`config.mk`:
```
export PLATFORM = sky130hd
export DESIGN_NAME = ubf_uart
export DESIGN_NICKNAME = d
export VERILOG_FILES = /design/src/ubf_pkg.sv /design/src/ubf_uart.sv
export SDC_FILE = /design/constraint.sdc
export NUM_CORES = 1
export LEC_CHECK = 0
export BUFFER_PORTS_ARGS = -buffer_cell sky130_fd_sc_hd__buf_2
export CORE_MARGIN = 10
export CORE_UTILIZATION = 45
export DETAILED_ROUTE_END_ITERATION = 6
export SETUP_SLACK_MARGIN = 0.3
export SLEW_MARGIN = 20
export SYNTH_ARGS = -nofsm -noshare
export SYNTH_HDL_FRONTEND = slang
export SYNTH_SLANG_ARGS = --single-unit
```
`constraint.sdc`:
```
create_clock -name aclk -period 4.3 [get_ports aclk]
set_input_delay 0.645 -clock aclk [delete_from_list [all_inputs] [get_ports aclk]]
set_output_delay 0.645 -clock aclk [all_outputs]
set_load 0.1 [all_outputs]
```
`src/ubf_pkg.sv`:
```
// constants, codes and state encodings for the bridge serial port
package ubf_pkg;

  // ==========================================================
  // clocking and bit timing
  localparam int unsigned CLK_MHZ = 250;
  localparam int unsigned REF_HI_MHZ = 24;
  localparam int unsigned REF_LO_MHZ = 16;
  localparam int unsigned OVERSAMPLE = 16;
  localparam int unsigned MID_PHASE = OVERSAMPLE / 2 - 1;
  localparam int unsigned STOP_ONE = OVERSAMPLE;
  localparam int unsigned STOP_HALF = OVERSAMPLE * 3 / 2;
  localparam int unsigned STOP_TWO = OVERSAMPLE * 2;
  localparam int unsigned TOUT_CHARS = 4;
  localparam int unsigned BITS_PER_CHAR = 10;
  localparam int unsigned TOUT_TICKS = TOUT_CHARS * BITS_PER_CHAR * OVERSAMPLE;

  // ==========================================================
  // register indices (byte address is four times the index)
  localparam logic [3:0] REG_DATA = 4'h0;
  localparam logic [3:0] REG_IEN = 4'h1;
  localparam logic [3:0] REG_IDQ = 4'h2;
  localparam logic [3:0] REG_LINE = 4'h3;
  localparam logic [3:0] REG_MODEM = 4'h4;
  localparam logic [3:0] REG_LSTAT = 4'h5;
  localparam logic [3:0] REG_MSTAT = 4'h6;
  localparam logic [3:0] REG_SCRATCH = 4'h7;
  localparam logic [3:0] REG_CLKSEL = 4'h8;
  localparam logic [3:0] REG_LAST = REG_CLKSEL;

  // ==========================================================
  // field positions
  localparam int unsigned LINE_DLAB = 7;
  localparam int unsigned LINE_BREAK = 6;
  localparam int unsigned LINE_STICK = 5;
  localparam int unsigned LINE_EVEN = 4;
  localparam int unsigned LINE_PEN = 3;
  localparam int unsigned LINE_STOP = 2;
  localparam int unsigned IEN_RDA = 0;
  localparam int unsigned IEN_THR = 1;
  localparam int unsigned IEN_LS = 2;
  localparam int unsigned QC_EN = 0;
  localparam int unsigned QC_RXCLR = 1;
  localparam int unsigned QC_TXCLR = 2;
  localparam int unsigned QC_TRIG = 6;

  // ==========================================================
  // interrupt identity codes and fill thresholds
  localparam logic [3:0] IID_NONE = 4'h1;
  localparam logic [3:0] IID_LS = 4'h6;
  localparam logic [3:0] IID_RDA = 4'h4;
  localparam logic [3:0] IID_TOUT = 4'hc;
  localparam logic [3:0] IID_THR = 4'h2;
  localparam logic [4:0] TRIG_1 = 5'h01;
  localparam logic [4:0] TRIG_4 = 5'h04;
  localparam logic [4:0] TRIG_8 = 5'h08;
  localparam logic [4:0] TRIG_14 = 5'h0e;

  // ==========================================================
  // reset values and bus
  localparam logic [7:0] LINE_RST = 8'h03;
  localparam logic [7:0] DIVL_RST = 8'h01;
  localparam logic [7:0] DIVH_RST = 8'h00;
  localparam int unsigned AXI_DW = 32;
  localparam logic [1:0] RESP_OKAY = 2'h0;
  localparam logic [1:0] RESP_SLVERR = 2'h2;

  typedef enum logic [2:0] {
    TX_IDLE = 3'b000,
    TX_START = 3'b001,
    TX_DATA = 3'b010,
    TX_PAR = 3'b011,
    TX_STOP = 3'b100
  } ubf_tx_e;

  typedef enum logic [2:0] {
    RX_IDLE = 3'b000,
    RX_START = 3'b001,
    RX_DATA = 3'b010,
    RX_PAR = 3'b011,
    RX_STOP = 3'b100
  } ubf_rx_e;

endpackage

```
`src/ubf_uart.sv`:
```
// serial port with sixteen-entry queues behind an axi4-lite register slave
//
// Local design decisions: the AXI4-Lite register port and the register offsets.
`timescale 1ns/1ps
module ubf_uart #(
  parameter int unsigned ADDR_W = 8,
  parameter int unsigned DEPTH = 16
) (
  // clock, reset, enable, strap
  input wire logic aclk,
  input wire logic aresetn,
  input wire logic clk_en,
  input wire logic bridge_strap,
  // axi4-lite write
  input wire logic s_axi_awvalid,
  output logic s_axi_awready,
  input wire logic [ADDR_W-1:0] s_axi_awaddr,
  input wire logic [2:0] s_axi_awprot,
  input wire logic s_axi_wvalid,
  output logic s_axi_wready,
  input wire logic [ubf_pkg::AXI_DW-1:0] s_axi_wdata,
  input wire logic [ubf_pkg::AXI_DW/8-1:0] s_axi_wstrb,
  output logic s_axi_bvalid,
  input wire logic s_axi_bready,
  output logic [1:0] s_axi_bresp,
  // axi4-lite read
  input wire logic s_axi_arvalid,
  output logic s_axi_arready,
  input wire logic [ADDR_W-1:0] s_axi_araddr,
  input wire logic [2:0] s_axi_arprot,
  output logic s_axi_rvalid,
  input wire logic s_axi_rready,
  output logic [ubf_pkg::AXI_DW-1:0] s_axi_rdata,
  output logic [1:0] s_axi_rresp,
  // serial link and interrupt
  input wire logic rxd,
  output logic txd,
  output logic irq
);
  import ubf_pkg::*;

  localparam int unsigned PW = $clog2(DEPTH);

  typedef struct packed {
    logic awready, wready, bvalid, arready, rvalid;
    logic [1:0] bresp, rresp;
    logic [7:0] rdata;
    logic aw_ok, w_ok, wr_bad, wr_stb;
    logic [3:0] wr_idx;
    logic [7:0] wr_dat;
    logic strap, src16, fen;
    logic [1:0] trig;
    logic [7:0] dll, dlm, lcr, scr;
    logic [4:0] mcr;
    logic [3:0] ier;
    logic [8:0] acc;
    logic [15:0] div_cnt;
    logic tick;
    logic s1, s2, s3, rx_lvl, filt, filt_cnt;
    logic [DEPTH-1:0][7:0] txm;
    logic [DEPTH-1:0][7:0] rxm;
    logic [PW-1:0] tx_wp, tx_rp, rx_wp, rx_rp;
    logic [PW:0] tx_cnt, rx_cnt;
    ubf_tx_e tst;
    logic [7:0] tsh;
    logic tpar, tline, txd;
    logic [2:0] tbit;
    logic [5:0] tph;
    ubf_rx_e rxst;
    logic [7:0] rsh;
    logic [2:0] rbit;
    logic [3:0] rph;
    logic rpar;
    logic oe, pe, fe, bi, thre_pend;
    logic [9:0] tout;
    logic irq;
  } ubf_state_s;

  ubf_state_s q;
  ubf_state_s n;
  logic tx_push, tx_pop, rx_push, rx_pop, tx_clr, rx_clr;
  logic [PW:0] cap;
  logic [15:0] div_eff;
  logic [2:0] last_bit;
  logic [5:0] stop_len;
  logic [4:0] dec;

  // ==========================================================
  // helpers
  function automatic logic [4:0] f_dec(input logic [ADDR_W-1:0] a);
    logic bad;
    bad = (a[ADDR_W-1:6] != '0) || (a[5:2] > REG_LAST);
    return {bad, a[5:2]};
  endfunction

  function automatic logic f_par(input logic [7:0] d, input logic [7:0] lcr);
    logic [7:0] mask;
    logic x;
    mask = 8'hff >> (2'h3 - lcr[1:0]);
    x = ^(d & mask);
    if (lcr[LINE_STICK]) begin
      return !lcr[LINE_EVEN];
    end
    return lcr[LINE_EVEN] ? x : !x;
  endfunction

  function automatic logic [4:0] f_trig(input logic [1:0] t);
    case (t)
      2'h0: return TRIG_1;
      2'h1: return TRIG_4;
      2'h2: return TRIG_8;
      default: return TRIG_14;
    endcase
  endfunction

  function automatic logic [3:0] f_iid(input ubf_state_s s);
    logic rda;
    rda = s.fen ? (5'(s.rx_cnt) >= f_trig(s.trig)) : (s.rx_cnt != '0);
    if (s.ier[IEN_LS] && (s.oe || s.pe || s.fe || s.bi)) begin
      return IID_LS;
    end else if (s.ier[IEN_RDA] && rda) begin
      return IID_RDA;
    end else if (s.ier[IEN_RDA] && s.fen && s.tout == 10'(TOUT_TICKS)) begin
      return IID_TOUT;
    end else if (s.ier[IEN_THR] && s.thre_pend) begin
      return IID_THR;
    end
    return IID_NONE;
  endfunction

  // ==========================================================
  // next state
  always_comb begin
    n = q;
    tx_push = 1'b0;
    tx_pop = 1'b0;
    rx_push = 1'b0;
    rx_pop = 1'b0;
    tx_clr = 1'b0;
    rx_clr = 1'b0;
    cap = q.fen ? (PW+1)'(DEPTH) : (PW+1)'(1);
    div_eff = ({q.dlm, q.dll} == 16'h0) ? 16'h1 : {q.dlm, q.dll};
    // index of the last data bit is four plus the length code
    last_bit = {1'b1, q.lcr[1:0]};
    stop_len = !q.lcr[LINE_STOP] ? 6'(STOP_ONE) :
               (q.lcr[1:0] == 2'h0) ? 6'(STOP_HALF) : 6'(STOP_TWO);
    dec = 5'h0;
    if (!aresetn) begin
      n = '0;
      n.strap = bridge_strap;
      n.awready = 1'b1;
      n.wready = 1'b1;
      n.arready = 1'b1;
      n.lcr = LINE_RST;
      n.dll = DIVL_RST;
      n.dlm = DIVH_RST;
      n.s1 = 1'b1;
      n.s2 = 1'b1;
      n.s3 = 1'b1;
      n.rx_lvl = 1'b1;
      n.filt = 1'b1;
      n.tline = 1'b1;
      n.txd = 1'b1;
      n.tst = TX_IDLE;
      n.rxst = RX_IDLE;
    end else if (clk_en) begin
      // reference tick at 24 or 16 MHz, then divisor to the x16 bit clock
      n.acc = q.acc + (q.src16 ? 9'(REF_LO_MHZ) : 9'(REF_HI_MHZ));
      n.tick = 1'b0;
      if (n.acc >= 9'(CLK_MHZ)) begin
        n.acc = n.acc - 9'(CLK_MHZ);
        if (q.div_cnt >= div_eff - 16'h1) begin
          n.div_cnt = 16'h0;
          n.tick = 1'b1;
        end else begin
          n.div_cnt = q.div_cnt + 16'h1;
        end
      end
      // line synchroniser and spike filter
      n.s1 = rxd;
      n.s2 = q.s1;
      n.s3 = q.s2;
      if (q.s2 == q.s3) begin
        n.rx_lvl = q.s3;
      end
      if (q.tick) begin
        if (q.rx_lvl == q.filt) begin
          n.filt_cnt = 1'b0;
        end else if (q.filt_cnt) begin
          n.filt = q.rx_lvl;
          n.filt_cnt = 1'b0;
        end else begin
          n.filt_cnt = 1'b1;
        end
      end
      // bus write
      if (s_axi_awvalid && q.awready) begin
        dec = f_dec(s_axi_awaddr);
        n.aw_ok = 1'b1;
        n.awready = 1'b0;
        n.wr_bad = dec[4];
        n.wr_idx = dec[3:0];
      end
      if (s_axi_wvalid && q.wready) begin
        n.w_ok = 1'b1;
        n.wready = 1'b0;
        n.wr_dat = s_axi_wdata[7:0];
        n.wr_stb = s_axi_wstrb[0];
      end
      if (q.aw_ok && q.w_ok && !q.bvalid) begin
        n.aw_ok = 1'b0;
        n.w_ok = 1'b0;
        n.bvalid = 1'b1;
        n.bresp = q.wr_bad ? RESP_SLVERR : RESP_OKAY;
        if (!q.wr_bad && q.wr_stb) begin
          case (q.wr_idx)
            REG_DATA: begin
              if (q.lcr[LINE_DLAB]) begin
                n.dll = q.wr_dat;
              end else if (q.tx_cnt < cap) begin
                tx_push = 1'b1;
                n.thre_pend = 1'b0;
              end
            end
            REG_IEN: begin
              if (q.lcr[LINE_DLAB]) begin
                n.dlm = q.wr_dat;
              end else begin
                n.ier = q.wr_dat[3:0];
                if (q.wr_dat[IEN_THR] && !q.ier[IEN_THR] && q.tx_cnt == '0) begin
                  n.thre_pend = 1'b1;
                end
              end
            end
            REG_IDQ: begin
              n.fen = q.wr_dat[QC_EN];
              n.trig = q.wr_dat[QC_TRIG +: 2];
              rx_clr = q.wr_dat[QC_RXCLR] || (q.wr_dat[QC_EN] != q.fen);
              tx_clr = q.wr_dat[QC_TXCLR] || (q.wr_dat[QC_EN] != q.fen);
            end
            REG_LINE: n.lcr = q.wr_dat;
            REG_MODEM: n.mcr = q.wr_dat[4:0];
            REG_SCRATCH: n.scr = q.wr_dat;
            REG_CLKSEL: n.src16 = q.wr_dat[0];
            default: n.scr = q.scr;
          endcase
        end
      end
      if (q.bvalid && s_axi_bready) begin
        n.bvalid = 1'b0;
        n.awready = 1'b1;
        n.wready = 1'b1;
      end
      // bus read, with its side effects on the receive queue and flags
      if (s_axi_arvalid && q.arready) begin
        dec = f_dec(s_axi_araddr);
        n.arready = 1'b0;
        n.rvalid = 1'b1;
        n.rresp = dec[4] ? RESP_SLVERR : RESP_OKAY;
        n.rdata = 8'h0;
        if (!dec[4]) begin
          case (dec[3:0])
            REG_DATA: begin
              if (q.lcr[LINE_DLAB]) begin
                n.rdata = q.dll;
              end else begin
                n.rdata = q.rxm[q.rx_rp];
                rx_pop = (q.rx_cnt != '0);
              end
            end
            REG_IEN: n.rdata = q.lcr[LINE_DLAB] ? q.dlm : {4'h0, q.ier};
            REG_IDQ: begin
              n.rdata = {q.fen, q.fen, 2'h0, f_iid(q)};
              if (f_iid(q) == IID_THR) begin
                n.thre_pend = 1'b0;
              end
            end
            REG_LINE: n.rdata = q.lcr;
            REG_MODEM: n.rdata = {3'h0, q.mcr};
            REG_LSTAT: begin
              n.rdata = {q.fen && (q.pe || q.fe || q.bi),
                         q.tx_cnt == '0 && q.tst == TX_IDLE, q.tx_cnt == '0,
                         q.bi, q.fe, q.pe, q.oe, q.rx_cnt != '0};
              n.oe = 1'b0;
              n.pe = 1'b0;
              n.fe = 1'b0;
              n.bi = 1'b0;
            end
            REG_SCRATCH: n.rdata = q.scr;
            REG_CLKSEL: n.rdata = {6'h0, q.strap, q.src16};
            default: n.rdata = 8'h0;
          endcase
        end
      end
      if (q.rvalid && s_axi_rready) begin
        n.rvalid = 1'b0;
        n.arready = 1'b1;
      end
      // transmitter: one bit every sixteen ticks
      if (q.tick && q.strap) begin
        case (q.tst)
          TX_IDLE: begin
            if (q.tx_cnt != '0) begin
              tx_pop = 1'b1;
              n.tsh = q.txm[q.tx_rp];
              n.tpar = f_par(q.txm[q.tx_rp], q.lcr);
              n.tst = TX_START;
              n.tph = 6'h0;
              n.tline = 1'b0;
            end
          end
          TX_START: begin
            n.tph = q.tph + 6'h1;
            if (q.tph == 6'(OVERSAMPLE - 1)) begin
              n.tph = 6'h0;
              n.tst = TX_DATA;
              n.tbit = 3'h0;
              n.tline = q.tsh[0];
            end
          end
          TX_DATA: begin
            n.tph = q.tph + 6'h1;
            if (q.tph == 6'(OVERSAMPLE - 1)) begin
              n.tph = 6'h0;
              if (q.tbit == last_bit) begin
                n.tst = q.lcr[LINE_PEN] ? TX_PAR : TX_STOP;
                n.tline = q.lcr[LINE_PEN] ? q.tpar : 1'b1;
              end else begin
                n.tbit = q.tbit + 3'h1;
                n.tsh = q.tsh >> 1;
                n.tline = q.tsh[1];
              end
            end
          end
          TX_PAR: begin
            n.tph = q.tph + 6'h1;
            if (q.tph == 6'(OVERSAMPLE - 1)) begin
              n.tph = 6'h0;
              n.tst = TX_STOP;
              n.tline = 1'b1;
            end
          end
          TX_STOP: begin
            n.tph = q.tph + 6'h1;
            if (q.tph == stop_len - 6'h1) begin
              n.tph = 6'h0;
              n.tst = TX_IDLE;
            end
          end
          default: n.tst = TX_IDLE;
        endcase
      end
      n.txd = n.tline && !n.lcr[LINE_BREAK];
      // receiver: centre of each bit sampled from the filtered line
      if (q.tick && q.strap) begin
        case (q.rxst)
          RX_IDLE: begin
            if (!q.filt) begin
              n.rxst = RX_START;
              n.rph = 4'h0;
              n.rsh = 8'h0;
            end
          end
          RX_START: begin
            n.rph = q.rph + 4'h1;
            if (q.rph == 4'(MID_PHASE)) begin
              n.rph = 4'h0;
              n.rbit = 3'h0;
              n.rxst = q.filt ? RX_IDLE : RX_DATA;
            end
          end
          RX_DATA: begin
            n.rph = q.rph + 4'h1;
            if (q.rph == 4'(OVERSAMPLE - 1)) begin
              n.rph = 4'h0;
              n.rsh[q.rbit] = q.filt;
              n.rbit = q.rbit + 3'h1;
              if (q.rbit == last_bit) begin
                n.rxst = q.lcr[LINE_PEN] ? RX_PAR : RX_STOP;
              end
            end
          end
          RX_PAR: begin
            n.rph = q.rph + 4'h1;
            if (q.rph == 4'(OVERSAMPLE - 1)) begin
              n.rph = 4'h0;
              n.rpar = q.filt;
              n.rxst = RX_STOP;
            end
          end
          RX_STOP: begin
            n.rph = q.rph + 4'h1;
            if (q.rph == 4'(OVERSAMPLE - 1)) begin
              n.rph = 4'h0;
              n.rxst = RX_IDLE;
              // error sets follow the status-read clears so a new event wins
              if (q.lcr[LINE_PEN] && (q.rpar != f_par(q.rsh, q.lcr))) begin
                n.pe = 1'b1;
              end
              if (!q.filt) begin
                n.fe = 1'b1;
              end
              if (q.rsh == 8'h0 && !q.filt && !(q.lcr[LINE_PEN] && q.rpar)) begin
                n.bi = 1'b1;
              end
              if (q.rx_cnt < cap || rx_pop) begin
                rx_push = 1'b1;
              end else begin
                n.oe = 1'b1;
              end
            end
          end
          default: n.rxst = RX_IDLE;
        endcase
      end
      // queue bookkeeping
      if (tx_push) begin
        n.txm[q.tx_wp] = q.wr_dat;
        n.tx_wp = q.tx_wp + PW'(1);
      end
      if (tx_pop) begin
        n.tx_rp = q.tx_rp + PW'(1);
        if (q.tx_cnt == (PW+1)'(1) && !tx_push) begin
          n.thre_pend = 1'b1;
        end
      end
      n.tx_cnt = q.tx_cnt + (PW+1)'(tx_push) - (PW+1)'(tx_pop);
      if (rx_push) begin
        n.rxm[q.rx_wp] = q.rsh;
        n.rx_wp = q.rx_wp + PW'(1);
      end
      if (rx_pop) begin
        n.rx_rp = q.rx_rp + PW'(1);
      end
      n.rx_cnt = q.rx_cnt + (PW+1)'(rx_push) - (PW+1)'(rx_pop);
      if (tx_clr) begin
        n.tx_wp = '0;
        n.tx_rp = '0;
        n.tx_cnt = '0;
      end
      if (rx_clr) begin
        n.rx_wp = '0;
        n.rx_rp = '0;
        n.rx_cnt = '0;
      end
      // character timeout counts ticks while data waits unread
      if (rx_push || rx_pop || n.rx_cnt == '0) begin
        n.tout = 10'h0;
      end else if (q.tick && q.tout != 10'(TOUT_TICKS)) begin
        n.tout = q.tout + 10'h1;
      end
      n.irq = (f_iid(n) != IID_NONE);
    end
  end

  always_ff @(posedge aclk) begin
    q <= n;
  end

  assign s_axi_awready = q.awready;
  assign s_axi_wready = q.wready;
  assign s_axi_bvalid = q.bvalid;
  assign s_axi_bresp = q.bresp;
  assign s_axi_arready = q.arready;
  assign s_axi_rvalid = q.rvalid;
  assign s_axi_rresp = q.rresp;
  assign s_axi_rdata = {24'h0, q.rdata};
  assign txd = q.txd;
  assign irq = q.irq;
endmodule

```
==> results of run 1 <==
[worst max path at each step]
stage	startpoint	endpoint	slack [ps]	depth (start not counted)
2_1_floorplan	s_axi_araddr[3]	irq	250	24
3_3_place_gp	s_axi_araddr[7]	q[10]	60	20
4_1_cts	q[407]	q[350]	300	23
3_5_place_dp	s_axi_arvalid	q[10]	-20	21
6_report	q[398]	q[350]	390	22
5_1_grt	q[408]	q[350]	120	23
[sequential cells by signal, summed over array words and instances, names as in the netlist]
signal,flops
q,429
s_axi_rdata,8
last_bit,2
irq,1
s_axi_arready,1
s_axi_awready,1
s_axi_bresp,1
s_axi_bvalid,1
s_axi_rresp,1
s_axi_rvalid,1
s_axi_wready,1
txd,1
[stage by stage]
stage                     util (%)  hold WS (ps)  TNS [ps]
after global placement        46.9           434         0
after floorplan                  -           429         0
after global routing          51.3           235         0
final                         51.3           246         0
after detailed placement      46.9           442     -20.2
after CTS                     50.4           219         0
[worst register-to-register path, cell delays in order (launching register included)]
cell and delay (ps):
dfxtp_4 350, or4_4 560, nor3_4 210, nand2_2 110, nor2_4 170, nor2_4 70, ha_4 170, nor3b_4 160
nand2_2 120, nor2_4 60, xnor2_2 160, ha_1 320, a21oi_2 130, nor2b_1 50, o21ai_1 130, nand2b_1 80
a21oi_2 110, o21ai_1 70, a221oi_1 290, buf_4 190, o21ai_4 80, buf_12 180, nor2_4 80
[metal layers]
layer,vias to the layer above,GRT usage [%],part of all wire (%)
li1,9561,-,-
met1,9548,29.9,46
met2,677,32.5,44
met3,120,3.15,6.9
met4,4,6.81,2.6
met5,-,0,0.035
[where the power goes]
part	switching, mW	internal (mW)	leakage [nW]
logic	0.370	0.115	4.50
clock network	1.78	2.65	0.843
registers	0.0391	4.17	3.62
total	2.19	6.93	8.97
[cell type report]
class / instances / area (µm²)
fill: 4734 / 24400
clock buffer: 74 / 1490
sequential: 448 / 9010
multi-input combinational: 2104 / 13000
tap: 672 / 841
timing repair buffer: 121 / 847
inverter: 55 / 221
clock inverter: 17 / 220
[layout by cell type (no fill, tap or decap), types with 9 or more instances in the layout]
master	n
a21o_1	11
a21oi_1	342
a221oi_1	15
a22oi_1	32
a31oi_1	13
a32oi_1	10
and2_1	15
and3_1	25
buf_2	46
buf_4	70
clkbuf_1	10
clkbuf_16	51
clkbuf_8	13
conb_1	26
dfxtp_1	435
ha_1	62
inv_1	47
mux2i_1	126
mux4_2	56
nand2_1	635
nand2b_1	18
nand3_1	57
nand4_1	19
nor2_1	241
nor2_4	20
nor2b_1	23
nor3_1	29
nor3_2	10
nor3b_1	9
o21ai_0	73
o21ai_1	9
xnor2_1	36
xor2_1	34
[cells by family after synthesis]
kind of cell,after synthesis
adder cells (fa/ha/maj),69
flip-flops,448
buffers and inverters,249
multiplexers,187
XOR/XNOR,73
AO/OA/AOI/OAI,579
AND/OR/NAND/NOR,1170
other,1
[what timing repair did]
item                       CTS  global route
gates resized for setup     14            75
pin swaps                    1            42
cloned                       0             1
setup endpoints to repair   27            27
setup buffers                0            19
==> summary.txt, run 1 <==
Outcome
  – Outcome: complete, but fails checks
  – Failing checks: DRC

Logic synthesis
  – Largest family of logic cells by synthesized area: simple AND/OR/NAND/NOR gates
  – Syn Area/Cell: 8.19 µm²
  – Biggest area consumer among synthesized cells: dfxtp_1
  – Top_reg_cell synth: dfxtp_1
  – Number of enable flip-flop cells after synthesis: 1
  – Synthesis-stage register bit count: 448
  – Synthesized cell area: 22700 µm²
  – Post-Synth Simple-Gate Area: between 20% and 30%
  – Synth top cells by count: nand2_1 (640), dfxtp_1 (447), a21oi_1 (348), nor2_1 (261), clkbuf_1 (136)
  – Yosys cell types: 80
  – Most frequent cell after synthesis: nand2_1
  – Warnings, synthesis: 0
  – Synth Area in Adders: roughly 3.9%
  – Main area contributors after synthesis: dfxtp_1 (39%), nand2_1 (11%), a21oi_1 (7.7%), mux2i_1 (5.6%), mux4_2 (5.6%)
  – Post-synth ARST share: 0%
  – Post-Synthesis Cells: approximately 2800
  – Seq/Total Area, Yosys: around two fifths
  – Mux cell area share after synthesis: about 11%
  – Synth Area in Compound Gates: between 10% and 20%
  – Yosys top cell area share: between 30% and 40%
  – Post-synthesis xor/xnor area fraction: under 10%

Drt
  – DRT iter0 DRCs: between 1500 and 2000
  – Routed WL per cell: about 19 µm
  – Router iterations before antenna repair: 7
  – Post-route DRC: 2
  – ANT nets after route: 0
  – Vias: about 20000
  – Total wire length: between 60000 and 70000 µm
  – Vias per cell: between 5 and 6

Critical path
  – Crit-path most repeated cell: nor2_4
  – Worst r2r path cells: 22
  – Worst R2R Start: q[398]
  – Crit-path max cell delay: approximately 560 ps
  – Setup crit end kind: register
  – Crit-path slowest cell: or4_4
  – Crit-path cells: or4_4 -> nor3_4 -> nand2_2 -> nor2_4 -> nor2_4 -> ha_4 -> nor3b_4 -> nand2_2 -> nor2_4 -> xnor2_2 -> ha_1 -> a21oi_2 -> nor2b_1 -> o21ai_1 -> nand2b_1 -> a21oi_2 -> o21ai_1 -> a221oi_1 -> buf_4 -> o21ai_4 -> buf_12 -> nor2_4
  – Reg2Reg Setup Slack: between 300 and 400 ps
  – WP data arrival: 4440 ps
  – Critical Path Fanout Max: 8
  – Critical Path RT: approximately 4800 ps
  – Setup CP Type: reg -> reg
  – CP startpoint kind: register
  – Reg2Reg Capture Point: q[350]
  – WP buf/inv: 2
  – Worst path top cell family by delay: simple AND/OR/NAND/NOR gates

Timing
  – Maximum achievable frequency: roughly 0.26 GHz
  – Skew final: approximately 24 ps
  – Unrepaired setup endpoints after global routing: yes
  – Max_slew headroom: about 33%
  – Post-layout min period: 3910 ps
  – Period utilization: between 90 and 100%
  – Final setup margin: 389 ps
  – Slew Limit Fails: 0
  – Least-Margin Pin Slew: between 1000 and 1500 ps
  – Setup Viol. Count Final: 0
  – Final hold vios: 0

Placement
  – Setup slack at placement: -20.2 ps
  – Final Wtd Congestion: a little under 0.9
  – Cell Count Post-Placement: between 3000 and 4000
  – Detail Placement HPWL: 44600 µm
  – Placed Area: 23500 µm²
  – PortBufs: 47

Die
  – Die Area: 59900 µm²
  – FP Rows: a little over 80
  – Boundary Pins: 111
  – Starting Density: approximately 45%
  – Die X: ~240 µm
  – Core Area: roughly 50000 µm²
  – Die Y: about 240 µm

Clock tree
  – CTS clk-pin slew, worst paths: ~60 ps
  – H-Tree Depth: 2
  – Clock Path Buffers: 3
  – CTS root buffer: clkbuf_16
  – Inserted Clock Buffers: between 40 and 50
  – Hold buffers post-CTS: 0
  – CTS sink cnt: between 400 and 500
  – CTS tree: done
  – Clock latency on the worst-skew pair: 600 ps

Hold path
  – Hold endpoint: q[417]
  – WHS Path Cells: 1
  – Worst hold-check path type: in -> reg
  – Hold Crit Start: bridge_strap

Run
  – # Max-Cap Violations: 0

GRT
  – Vias in the first global route: approximately 19000
  – GR Overflow Total: 0
  – Pin count of the biggest net entering global routing: approximately 140
  – Initial antenna violation count: 2
  – GRT Util Overall: 21.2%
  – First-pass GRT wire length: 104000 µm

Final layout
  – Finished Layout Cells: approximately 3500
  – Share of cells above drive strength 1: about an eighth
  – Area growth from synthesis to final layout: 13.0%
  – Antenna diodes: 0
  – Design area: 25700 µm²
  – Layout net count: slightly below 3000

Power
  – Power Density: around 360 nW/µm²
  – Total power: ~9.1 mW
  – Max rail drop VDD: roughly 0.29 mV
  – Leakage Power: between 8 and 9 nW
(Power assumes the default switching activity.)
==> run 2, diff against run 1 <==
==> constraint.sdc (replaced) <==
create_clock -name aclk -period 5.1 [get_ports aclk]
set_input_delay 0.765 -clock aclk [delete_from_list [all_inputs] [get_ports aclk]]
set_output_delay 0.765 -clock aclk [all_outputs]
set_load 0.1 [all_outputs]
==> run 2 against run 1 <==
- the run now ends clean
- first-iteration DRC count shrank 14%
- clock power is 15% lower
- global-route usage shrank 0.24 points
- critical endpoint is now irq
- combinational power down 21%
- critical path depth did not move
- power is 16% lower
- wire length fell by 0.58%
==> summary.txt, run 2 (synthesis gave the netlist of run 1 again) <==
Clock tree
  – CTS sink cnt: 448 (unchanged)
  – CTS root buffer: clkbuf_16
  – CTS tree: done
  – Clock latency on the worst-skew pair: 600 ps (about the same)
  – CTS clk-pin slew, worst paths: 60 ps (about the same)
  – Clock Path Buffers: 3 (unchanged)
  – Inserted Clock Buffers: 49 (unchanged)
  – Setup Buffers After CTS: 0 (unchanged)
  – H-Tree Depth: 2 (unchanged)

Power
  – Power Density: 308 nW/µm² (-13%)
  – Sw Share: 23.7% (-0.32 points)
  – Internal Power: 5.88 mW (-15%)
  – Psw: 1.82 mW (-17%)
  – Leakage Power: 8.75 nW (-2.4%)
  – Total power: 7.70 mW (-16%)
  – Max rail drop VDD: 0.210 mV (-28%)
  – Share of power burned in the clock network: 48.9% (+0.4 points)
  – Combinational share of power: 5.0% (-0.3 points)
  – Sequential share of power: 46.1% (about the same)

Critical path
  – Worst R2R Start: q[60]
  – Critical Path Fanout Max: 7 (-1)
  – Setup CP Type: reg -> reg
  – WP buf/inv: 4 (+2)
  – Crit-path slowest cell: or4b_2
  – Critical Path RT: 5630 ps (+800 ps)
  – Setup crit end kind: register
  – Crit-path cells: inv_1 -> ha_1 -> or4b_2 -> nand3_2 -> inv_2 -> nor2_2 -> nor2b_1 -> inv_1 -> ha_1 -> ha_1 -> inv_1 -> fa_1 -> o21bai_1 -> a21oi_2 -> xnor3_1 -> nand4_1 -> and3_4 -> nand4_1 -> a221o_1 -> a21oi_1 -> a31oi_1 -> a31oi_1
  – Reg2Reg Capture Point: irq
  – Worst r2r path cells: 22 (unchanged)
  – Worst path top cell family by delay: simple AND/OR/NAND/NOR gates
  – WP data arrival: 5100 ps (+660 ps)
  – Crit-path max cell delay: 670 ps (+110 ps)
  – Reg2Reg Setup Slack: 530 ps (+140 ps)
  – CP startpoint kind: register

Drt
  – Total wire length: 65300 µm (-0.58%)
  – Router iterations before antenna repair: 5 (-2)
  – Post-route DRC: 0 (-2)
  – DRT iter0 DRCs: 1668 (-14%)
  – Routed WL per cell: 18.9 µm (+0.43%)
  – ANT nets after route: 0 (unchanged)
  – Vias: 19600 (-1.5%)
  – Vias per cell: 5.67 (-0.54%)

Timing
  – Max_slew headroom: 30.5% (-2.0 points)
  – Setup Viol. Count Final: 0 (unchanged)
  – Maximum achievable frequency: 0.219 GHz (-15%)
  – Final hold vios: 0 (unchanged)
  – Least-Margin Pin Slew: 1040 ps (+24.4 ps)
  – Slew Limit Fails: 0 (unchanged)
  – Unrepaired setup endpoints after global routing: no
  – Period utilization: 89.7% (-1.2 points)
  – Setup TNS: 0 ps (unchanged)
  – Final setup margin: 525 ps (+136 ps)
  – Post-layout min period: 4570 ps (+664 ps)
  – Skew final: 29.1 ps (+4.76 ps)

Final layout
  – Layout net count: 2881 (-1.2%)
  – Share of cells above drive strength 1: 9.78% (-3.2 points)
  – Register area: 8980 µm² (-0.28%)
  – Area of the multi-input gates: 12700 µm² (-2.6%)
  – # fillers: 4811 (+1.6%)
  – Area growth from synthesis to final layout: 10.0%
  – Commonest non-fill, non-tap cell in the layout: nand2_1
  – Max reg flops: 429 (unchanged)
  – Most frequent cells in the layout: nand2_1 (640), dfxtp_1 (445), a21oi_1 (347)
  – Largest reg by FF count: q

Die
  – Die X: 245 µm (unchanged)
  – Boundary Pins: 111 (unchanged)
  – Die Area: 59900 µm² (unchanged)
  – Starting Density: 45.4% (unchanged)
  – Die Y: 245 µm (unchanged)
  – Core Area: 50100 µm² (unchanged)
  – FP Rows: 82 (unchanged)

GRT
  – First-pass GRT wire length: 102000 µm (-1.5%)
  – GR Overflow Total: 0 (unchanged)
  – Met2 GRT Util: 32.7% (+0.20 points)
  – Pin count of the biggest net entering global routing: 137 (unchanged)
  – Grt peak-use layer: met2
  – Initial antenna violation count: 0 (-2)
  – Grt met1 use: 29.3% (-0.65 points)
  – GRT Util Overall: 20.9% (-0.24 points)
  – Routing usage on met3: 3.34% (+0.20 points)
  – Vias in the first global route: 18400 (-0.95%)

Placement
  – Detail Placement HPWL: 43900 µm (-1.5%)
  – Final Wtd Congestion: 0.925 (+4.4%)
  – Setup slack at placement: 39.5 ps (+59.7 ps)
  – PortBufs: 47 (unchanged)

Hold path
  – Worst hold-check path type: in -> reg
  – Hold Crit Start: bridge_strap
  – WHS Path Cells: 1 (unchanged)
  – Hold endpoint: q[417]

Outcome
  – Outcome: finished clean

Run
  – # Max-Cap Violations: 0 (unchanged)
run 2: changes by cell type in the layout (fill, tap and decap cells not counted), moves of 10 or more:
cell     change
nor2_4      -17
buf_4       -30
nor2_1      +19
dfxtp_1     +10
run 2: stage by stage:
step | util [%] | hold slack (ps) | std cells | instance area, µm²
after floorplan | - | 429 | 2801 | 22800
after global placement | 46.5 | 434 | 3365 | 23300
after detailed placement | 46.5 | 442 | 3365 | 23300
after CTS | 49.9 | 390 | 3454 | 25000
after global routing | 49.9 | 396 | 3454 | 25000
final | 49.9 | 408 | 3456 | 25000
run 2: how the worst max path moves through the flow:
stage | startpoint | to | slack (ps) | depth (start not counted)
final | q[60] | irq | 530 | 22
after global routing | q[60] | irq | 300 | 22
after CTS | q[61] | irq | 340 | 22
after detailed placement | s_axi_araddr[5] | irq | 40 | 23
after global placement | s_axi_araddr[5] | irq | 180 | 23
after floorplan | s_axi_araddr[3] | irq | 410 | 24
run 2: final cells by class:
type	count	share of cell area, %
tap	672	3.36
multi-input combinational	2104	50.9
clock inverter	19	1.09
clock buffer	70	5.78
antenna	2	0.0200
timing repair buffer	86	2.12
inverter	55	0.856
sequential	448	35.9
run 2: power by group through the flow:
stage          logic (mW)  clock network (mW)  registers (mW)
3_5_place_dp        0.380                   0            3.63
5_1_grt             0.413                3.97            3.55
3_3_place_gp        0.375                   0            3.63
4_1_cts             0.381                3.84            3.55
6_report            0.384                3.77            3.55
2_1_floorplan       0.299                   0            3.63
run 2: worst register-to-register path, stage by stage, from the launching register on:
cell      delay, ps
dfxtp_1         350
inv_1           140
ha_1            170
or4b_2          670
nand3_2         150
inv_2            80
nor2_2          180
nor2b_1          90
inv_1           100
ha_1            240
ha_1            190
inv_1            70
fa_1            230
o21bai_1        110
a21oi_2         190
xnor3_1         250
nand4_1         160
and3_4          250
nand4_1         100
a221o_1         350
a21oi_1         190
a31oi_1          60
a31oi_1         180
run 2: layer usage:
layer  wire, µm  up-vias  part of all wire, %
met2      29200      628                   45
li1           -     9463                    -
met1      30300     9401                   46
met4       1440        0                  2.2
met5          0        -                    0
met3       4370      112                  6.7
run 2: repair_timing:
action	4_1_cts	5_1_grt
gates resized for setup	1	5
setup endpoints to repair	1	10
hold buffers	0	0
